File: config.mk
export PLATFORM = sky130hd
export DESIGN_NAME = grf_core
export DESIGN_NICKNAME = d
export VERILOG_FILES = /design/src/grf_pkg.sv /design/src/grf_wr_arb.sv /design/src/grf_core.sv
export VERILOG_INCLUDE_DIRS = /design/src
export SDC_FILE = /design/constraint.sdc
export NUM_CORES = 2
export LEC_CHECK = 0
export BUFFER_PORTS_ARGS = -buffer_cell sky130_fd_sc_hd__buf_2
export CAP_MARGIN = 20
export CORE_ASPECT_RATIO = 1.1
export CORE_MARGIN = 4
export CORE_UTILIZATION = 40
export CTS_CLUSTER_DIAMETER = 150
export DETAILED_ROUTE_END_ITERATION = 8
export PLACE_DENSITY_LB_ADDON = 0.3
export SYNTH_ARGS = -nofsm -noshare
export SYNTH_HDL_FRONTEND = slang
export SYNTH_SLANG_ARGS = --single-unit
File: constraint.sdc
create_clock -name sys_clk -period 3.5 [get_ports sys_clk]
set_clock_uncertainty 0.05 [all_clocks]
set_input_delay 0.7 -clock sys_clk [delete_from_list [all_inputs] [get_ports sys_clk]]
set_output_delay 0.7 -clock sys_clk [all_outputs]
set_load 0.02 [all_outputs]
File: src/grf_regs.svh
// Constants of the general register file
`ifndef GRF_REGS_SVH
`define GRF_REGS_SVH
`define GRF_DATA_W 32
`define GRF_IDX_W 5
`define GRF_NUM_REGS 32
`define GRF_ZERO_IDX 5'h00
`define GRF_BRK_TEMP_IDX 5'h19
`define GRF_BRK_RET_IDX 5'h1e
`define GRF_RET_ADDR_IDX 5'h1f
`define GRF_ZERO_VAL 32'h00000000
`endif

File: src/grf_pkg.sv
// Types of the general register file
`include "grf_regs.svh"
package grf_pkg;
    typedef logic [`GRF_IDX_W-1:0] grf_idx_t;
    typedef logic [`GRF_DATA_W-1:0] grf_word_t;
    typedef struct packed {
        logic en;
        grf_idx_t idx;
        grf_word_t data;
    } grf_wr_t;
    typedef enum logic [1:0] {
        GRF_SRC_NONE = 2'b00,
        GRF_SRC_DATAPATH = 2'b01,
        GRF_SRC_CALL = 2'b10,
        GRF_SRC_DEBUG = 2'b11
    } grf_src_t;
endpackage

File: src/grf_wr_arb.sv
// Write port arbiter: picks one write source per cycle
`timescale 1ns/100ps
`default_nettype none
`include "grf_regs.svh"
module grf_wr_arb
    import grf_pkg::*;
(
    input wire grf_wr_t dp_wr,
    input wire logic call_en,
    input wire grf_word_t call_ret_addr,
    input wire grf_wr_t dbg_wr,
    input wire logic debug_mode,
    output var grf_wr_t wr,
    output var grf_src_t src
);
    always_comb
    begin
        wr = '0;
        src = GRF_SRC_NONE;
        if (debug_mode && dbg_wr.en)
        begin
            wr = dbg_wr;
            src = GRF_SRC_DEBUG;
        end
        else if (call_en)
        begin
            wr.en = 1'b1;
            wr.idx = `GRF_RET_ADDR_IDX;
            wr.data = call_ret_addr;
            src = GRF_SRC_CALL;
        end
        else if (dp_wr.en)
        begin
            wr = dp_wr;
            src = GRF_SRC_DATAPATH;
        end
    end
endmodule // grf_wr_arb
`default_nettype wire

File: src/grf_core.sv
// General-purpose register file of the soft processor
// Notes on behaviour
// - Thirty-two 32-bit registers, selected by a 5-bit index.
// - Reading index 0 always gives all zeros.
// - Writes to index 0 are dropped.
// - A call writes its return address into index 31 implicitly, except in a cycle where debug mode carries a debug write.
// - A return reads index 31 implicitly as its target address.
// - Indices 25 and 30 are reserved for the debug module.
// - Only in debug mode may debug overwrite indices 25 and 30; in normal mode its writes are dropped.
`timescale 1ns/100ps
`default_nettype none
`include "grf_regs.svh"
module grf_core
    import grf_pkg::*;
(
    input wire logic sys_clk,
    input wire logic rst_n,
    input wire grf_idx_t rd_a_idx,
    output var grf_word_t rd_a_data,
    input wire grf_idx_t rd_b_idx,
    output var grf_word_t rd_b_data,
    input wire grf_wr_t dp_wr,
    input wire logic call_en,
    input wire grf_word_t call_ret_addr,
    output var grf_word_t ret_target,
    input wire logic debug_mode,
    input wire grf_wr_t dbg_wr,
    output logic dp_wr_blocked
);
    // ***************************************************
    // Storage and write
    // ***************************************************
    grf_word_t regs_ff [`GRF_NUM_REGS];
    grf_wr_t wr;
    grf_src_t src;

    function automatic grf_word_t rd_word(input grf_idx_t idx,
                                          input grf_word_t val);
        rd_word = (idx == `GRF_ZERO_IDX) ? `GRF_ZERO_VAL : val;
    endfunction

    function automatic logic is_brk_idx(input grf_idx_t idx);
        is_brk_idx = (idx == `GRF_BRK_TEMP_IDX)
                     || (idx == `GRF_BRK_RET_IDX);
    endfunction

    grf_wr_arb u_arb (
        .dp_wr(dp_wr),
        .call_en(call_en),
        .call_ret_addr(call_ret_addr),
        .dbg_wr(dbg_wr),
        .debug_mode(debug_mode),
        .wr(wr),
        .src(src)
    );

    always_ff @(posedge sys_clk)
    begin
        if (!rst_n)
        begin
            for (int i = 0; i < `GRF_NUM_REGS; i++)
                regs_ff[i] <= `GRF_ZERO_VAL;
        end
        else if (wr.en && wr.idx != `GRF_ZERO_IDX)
        begin
            regs_ff[wr.idx] <= wr.data;
        end
    end

    // Datapath write lost to a call or debug write
    assign dp_wr_blocked = dp_wr.en && (src != GRF_SRC_DATAPATH);

    // ***************************************************
    // Read ports
    // ***************************************************
    assign rd_a_data = rd_word(rd_a_idx, regs_ff[rd_a_idx]);
    assign rd_b_data = rd_word(rd_b_idx, regs_ff[rd_b_idx]);
    assign ret_target = regs_ff[`GRF_RET_ADDR_IDX];

    // ***************************************************
    // Checks
    // ***************************************************
    property p_zero_read;
        @(posedge sys_clk) disable iff (!rst_n)
        1'b1 |-> (rd_a_idx != `GRF_ZERO_IDX || rd_a_data == '0)
              && (rd_b_idx != `GRF_ZERO_IDX || rd_b_data == '0);
    endproperty
    a_zero_read: assert property (p_zero_read)
        else $error("index 0 read not zero");

    property p_zero_store;
        @(posedge sys_clk) disable iff (!rst_n)
        1'b1 |-> regs_ff[0] == '0;
    endproperty
    a_zero_store: assert property (p_zero_store)
        else $error("index 0 was written");

    property p_call_write;
        @(posedge sys_clk) disable iff (!rst_n)
        (call_en && !(debug_mode && dbg_wr.en))
        |=> ret_target == $past(call_ret_addr);
    endproperty
    a_call_write: assert property (p_call_write)
        else $error("call did not load return address");

    property p_ret_read;
        @(posedge sys_clk) disable iff (!rst_n)
        wr.en && wr.idx == `GRF_RET_ADDR_IDX
        |=> ret_target == $past(wr.data);
    endproperty
    a_ret_read: assert property (p_ret_read)
        else $error("return target mismatch");

    property p_write_read;
        @(posedge sys_clk) disable iff (!rst_n)
        (wr.en && wr.idx != 5'h00 && !call_en && !debug_mode
         ##0 (rd_a_idx == wr.idx)[*1])
        |=> rd_a_data == $past(wr.data) || $past(rd_a_idx) != rd_a_idx;
    endproperty
    a_write_read: assert property (p_write_read)
        else $error("write not visible next cycle");

    property p_dbg_priority;
        @(posedge sys_clk) disable iff (!rst_n)
        (debug_mode && dbg_wr.en && dbg_wr.idx != 5'h00)
        |=> regs_ff[$past(dbg_wr.idx)] == $past(dbg_wr.data);
    endproperty
    a_dbg_priority: assert property (p_dbg_priority)
        else $error("debug write lost");

    property p_brk_dp;
        @(posedge sys_clk) disable iff (!rst_n)
        (!debug_mode && dp_wr.en && is_brk_idx(dp_wr.idx) && !call_en)
        |=> regs_ff[$past(dp_wr.idx)] == $past(dp_wr.data);
    endproperty
    a_brk_dp: assert property (p_brk_dp)
        else $error("normal store to debug register lost");

    property p_blocked;
        @(posedge sys_clk) disable iff (!rst_n)
        (dp_wr.en && call_en) |-> dp_wr_blocked;
    endproperty
    a_blocked: assert property (p_blocked)
        else $error("blocked flag missing");

    property p_hold;
        @(posedge sys_clk) disable iff (!rst_n)
        !wr.en ##1 1'b1 |-> $stable(ret_target);
    endproperty
    a_hold: assert property (p_hold)
        else $error("register changed without write");

    property p_blk_dbg;
        @(posedge sys_clk) disable iff (!rst_n)
        (debug_mode && dbg_wr.en && dp_wr.en)
        |-> dp_wr_blocked;
    endproperty
    a_blk_dbg: assert property (p_blk_dbg)
        else $error("debug write did not block datapath");

    property p_dp_free;
        @(posedge sys_clk) disable iff (!rst_n)
        (dp_wr.en && !call_en && !(debug_mode && dbg_wr.en))
        |-> !dp_wr_blocked;
    endproperty
    a_dp_free: assert property (p_dp_free)
        else $error("datapath write refused without cause");

    property p_dbg_gated;
        @(posedge sys_clk) disable iff (!rst_n)
        (!debug_mode && dbg_wr.en && !call_en && !dp_wr.en)
        |=> regs_ff[$past(dbg_wr.idx)] == $past(regs_ff[dbg_wr.idx]);
    endproperty
    a_dbg_gated: assert property (p_dbg_gated)
        else $error("debug write taken in normal mode");

    property p_call_wins;
        @(posedge sys_clk) disable iff (!rst_n)
        (call_en && dp_wr.en && dp_wr.idx != `GRF_RET_ADDR_IDX
         && !(debug_mode && dbg_wr.en))
        |=> regs_ff[$past(dp_wr.idx)] == $past(regs_ff[dp_wr.idx]);
    endproperty
    a_call_wins: assert property (p_call_wins)
        else $error("datapath write landed beside a call");

    property p_ret_port;
        @(posedge sys_clk) disable iff (!rst_n)
        (rd_a_idx == `GRF_RET_ADDR_IDX)
        |-> rd_a_data == ret_target;
    endproperty
    a_ret_port: assert property (p_ret_port)
        else $error("return target differs from index 31 read");

    property p_write_read_b;
        @(posedge sys_clk) disable iff (!rst_n)
        (wr.en && wr.idx != `GRF_ZERO_IDX && rd_b_idx == wr.idx)
        |=> rd_b_idx != $past(rd_b_idx) || rd_b_data == $past(wr.data);
    endproperty
    a_write_read_b: assert property (p_write_read_b)
        else $error("write not visible on port b next cycle");

    property p_src_en;
        @(posedge sys_clk) disable iff (!rst_n)
        1'b1 |-> wr.en == (src != GRF_SRC_NONE);
    endproperty
    a_src_en: assert property (p_src_en)
        else $error("write enable and source disagree");

    property p_brk_read;
        @(posedge sys_clk) disable iff (!rst_n)
        (debug_mode && dbg_wr.en && is_brk_idx(dbg_wr.idx))
        ##1 (rd_a_idx == $past(dbg_wr.idx))
        |-> rd_a_data == $past(dbg_wr.data);
    endproperty
    a_brk_read: assert property (p_brk_read)
        else $error("debug register read back wrong");

    c_call: cover property (@(posedge sys_clk) disable iff (!rst_n)
        call_en ##1 ret_target != '0);
    c_dbg: cover property (@(posedge sys_clk) disable iff (!rst_n)
        debug_mode && dbg_wr.en && is_brk_idx(dbg_wr.idx));
    c_zero: cover property (@(posedge sys_clk) disable iff (!rst_n)
        dp_wr.en && dp_wr.idx == 5'h00);
    c_blocked: cover property (@(posedge sys_clk) disable iff (!rst_n)
        dp_wr_blocked && call_en);
    c_brk_normal: cover property (@(posedge sys_clk) disable iff (!rst_n)
        !debug_mode && dp_wr.en && is_brk_idx(dp_wr.idx));
endmodule // grf_core
`default_nettype wire

==> results.py <==
metrics = {
    "min_path": {
        "min_path_type": "input pin to flop",
        "hp-start": "dbg_wr[9]",
        "hold_depth": 4,
        "holdPathEnd": "regs_ff[21][9]",
    },
    "cts": {
        "cts_buffers": 110,
        "clkTransAtPathRegs_ps": 60,
        "htree_levels": 3,
        "cts_max_path_buffers": 3,
        "cts_sinks": 1024,
        "cts_tree": "done",
        "cts_root_buffer": "clkbuf_16",
    },
    "yosys": {
        "yosys.area.top_type": "edfxtp_1",
        "synth-edff-count": 1024,
        "synth.avg_cell_area_um2": 14.11,
        "ys.flop_type": "edfxtp_1",
        "synth_top_family_by_area": "multiplexers",
        "synth-simple-area-share": 0.09021,
        "synthCells": 3725,
        "synth_seq_cells": 1024,
        "synth_top_area_share": 0.5848,
        "async_flop_share": 0,
        "synthAdderAreaFrac": 0,
        "synth_compound_area_frac": 0.06342,
        "synth.distinct_cells": 31,
        "yosys-top-cells-count": "1024 x edfxtp_1, 998 x nor2_1, 448 x mux4_2, 308 x clkbuf_1, 146 x o21ai_0",
        "synthMuxAreaShare": 0.2300,
        "synth_warnings": 0,
        "yosysSeqAreaShare": 0.5848,
        "synth_most_common_cell": "edfxtp_1",
        "synth_area_um2": 52580,
        "synth-xor-area-share": 0,
        "ys_top_cells_by_area": "edfxtp_1 58%, mux4_2 19%, nor2_1 7.1%, mux2i_1 2.4%, clkbuf_1 2.2%",
    },
    "floorplan": {
        "die_y_um": 388.3,
        "ios": 219,
        "start_util": 0.4026,
        "die_area_um2": 137300,
        "fp.coreArea_um2": 130600,
        "row_count": 139,
        "fp.dieW_um": 353.7,
    },
    "run": {
        "drv_cap": 0,
    },
    "critical_path": {
        "crit_arrival_ps": 2770,
        "worstSetupStartpointType": "input pin",
        "required_ps": 2750,
        "worstPathMaxFanout": 15,
        "worstSetupEndpointType": "output pin",
        "crit_type": "input pin to output pin",
    },
    "finish": {
        "regMostFlops": "regs_ff",
        "largest_reg_flops": 1024,
        "reg.largest.list": "regs_ff (1024)",
        "final_util": 0.4928,
        "layout.nets": 4338,
        "instances_no_fill": 6072,
        "drive_gt1_frac": 0.3714,
        "syn_to_final_growth_pct": 22.41,
    },
    "global_route": {
        "grt_pass1_wl_mm": 277.9,
        "antenna_found_initial": 6,
        "grt_pass1_vias": 38080,
        "grt_max_degree": 55,
        "overflow": 0,
        "grt_usage": 0.2818,
    },
    "timing": {
        "fmax_ghz": 0.2841,
        "slew_headroom": 0.2861,
        "setup_viol": 3,
        "worst_pin_slew_ps": 1071,
        "final-hold-violation-count": 0,
        "min_period_ps": 3520,
        "setup_ws_ps": -19.89,
        "drv_slew": 0,
        "post-route-period-util": 1.006,
        "holdWs_ps": 489.2,
    },
    "place": {
        "gp_congestion": 0.9353,
        "post-dp-hpwl_mm": 130.2,
        "pre_cts_ws_ps": -306.6,
        "port_buffers": 218,
        "placed_cells": 5831,
    },
    "detailed_routing": {
        "drt-vias-per-instance": 6.375,
        "drt_pass1_iterations": 8,
        "drc": 0,
        "drtIter0Drc": 5761,
        "vias": 38710,
        "wl_per_cell_um": 32.87,
        "drt_wl_total_mm": 199.6,
        "postRouteAntennaNets": 0,
    },
    "status": {
        "status": "complete, but fails checks",
        "violations": "negative setup slack",
    },
    "power": {
        "powerDensity_nw_per_um2": 496.1,
        "p_leak_nw": 22.23,
        "vdd_drop_max_v": 0.0004744,
    },
}
## layout make-up
type                    instances  area (µm²)
diodes                          2       5.005
multi-input cells            2311       20970
clock inverters                75       835.8
inverters                       3       13.76
fillers                     11090       66250
flip-flops and latches       1024       30750
well taps                    1762        2205
repair buffers                766        6760
clock buffers                 129        2824
## through the flow
step	total power (W)	TNS, ps	area [µm²]
after floorplan	0.01742	0	52730
after global placement	0.01981	-3788	59890
after detailed placement	0.01990	-3866	59890
after CTS	0.03180	-7.195	63770
after global routing	0.03271	-6.410	64360
final	0.03193	-25.63	64360
## layout by cell type (no fill, tap or decap), drive strengths merged, types with 55 or more instances in the layout
cell type | synthesis | layout
a22oi | 66 | 66
nor2b | 69 | 69
a211oi | 73 | 73
mux4 | 448 | 448
nor2 | 998 | 998
a221oi | 55 | 55
edfxtp | 1024 | 1024
o21ai | 146 | 146
nand2 | 62 | 62
mux2 | 64 | 64
buf | 110 | 761
mux2i | 128 | 128
clkbuf | 308 | 134
a311oi | 64 | 64
## worst max-delay path: stages
cell and delay [ps]:
buf_12 160, nor2b_2 200, buf_4 210, a221oi_1 420
o21ai_0 250, a311oi_1 530, buf_2 260
## how the worst max path moves through the flow
stage	from	endpoint	slack (ps)	cells after the start
after detailed placement	rd_b_idx[1]	rd_b_data[25]	-310	9
after global placement	rd_b_idx[1]	rd_b_data[25]	-290	9
after floorplan	rst_n	regs_ff[22][0]	4	6
after global routing	rd_a_idx[1]	rd_a_data[15]	-4	8
after CTS	rd_a_idx[1]	rd_a_data[30]	-7	8
final	rd_a_idx[1]	rd_a_data[27]	-20	7
## layer usage
metal | up-vias | GRT usage | wire [µm]
li1 | 15440 | - | -
met2 | 2961 | 0.4314 | 89700
met1 | 19740 | 0.3696 | 70230
met5 | - | 0 | 46
met3 | 565 | 0.07949 | 27150
met4 | 2 | 0.1420 | 12430
## kinds of logic after synthesis
logic type	Yosys count
flip-flops	1024
AO/OA/AOI/OAI	456
buffers and inverters	421
AND/OR/NAND/NOR	1183
multiplexers	640
other	1
## power by group
group | total, W | leakage (nW) | switching [W] | internal (W)
clock | 0.0120 | 1.79 | 0.00500 | 0.00701
combinational | 0.00526 | 10.7 | 0.00307 | 0.00219
sequential | 0.0147 | 9.76 | 0.000392 | 0.0143
total | 0.0319 | 22.2 | 0.00846 | 0.0235
## what timing repair did
| action | in CTS | in global routing |
|---|---|---|
| setup endpoints to repair | 45 | 49 |
| pin swaps | 0 | 4 |
| resized for setup | 44 | 61 |
| hold buffers | 0 | 0 |
| buffers inserted | 5 | 25 |
| gates cloned | 0 | 5 |
Power figures use the tool's default switching activity.
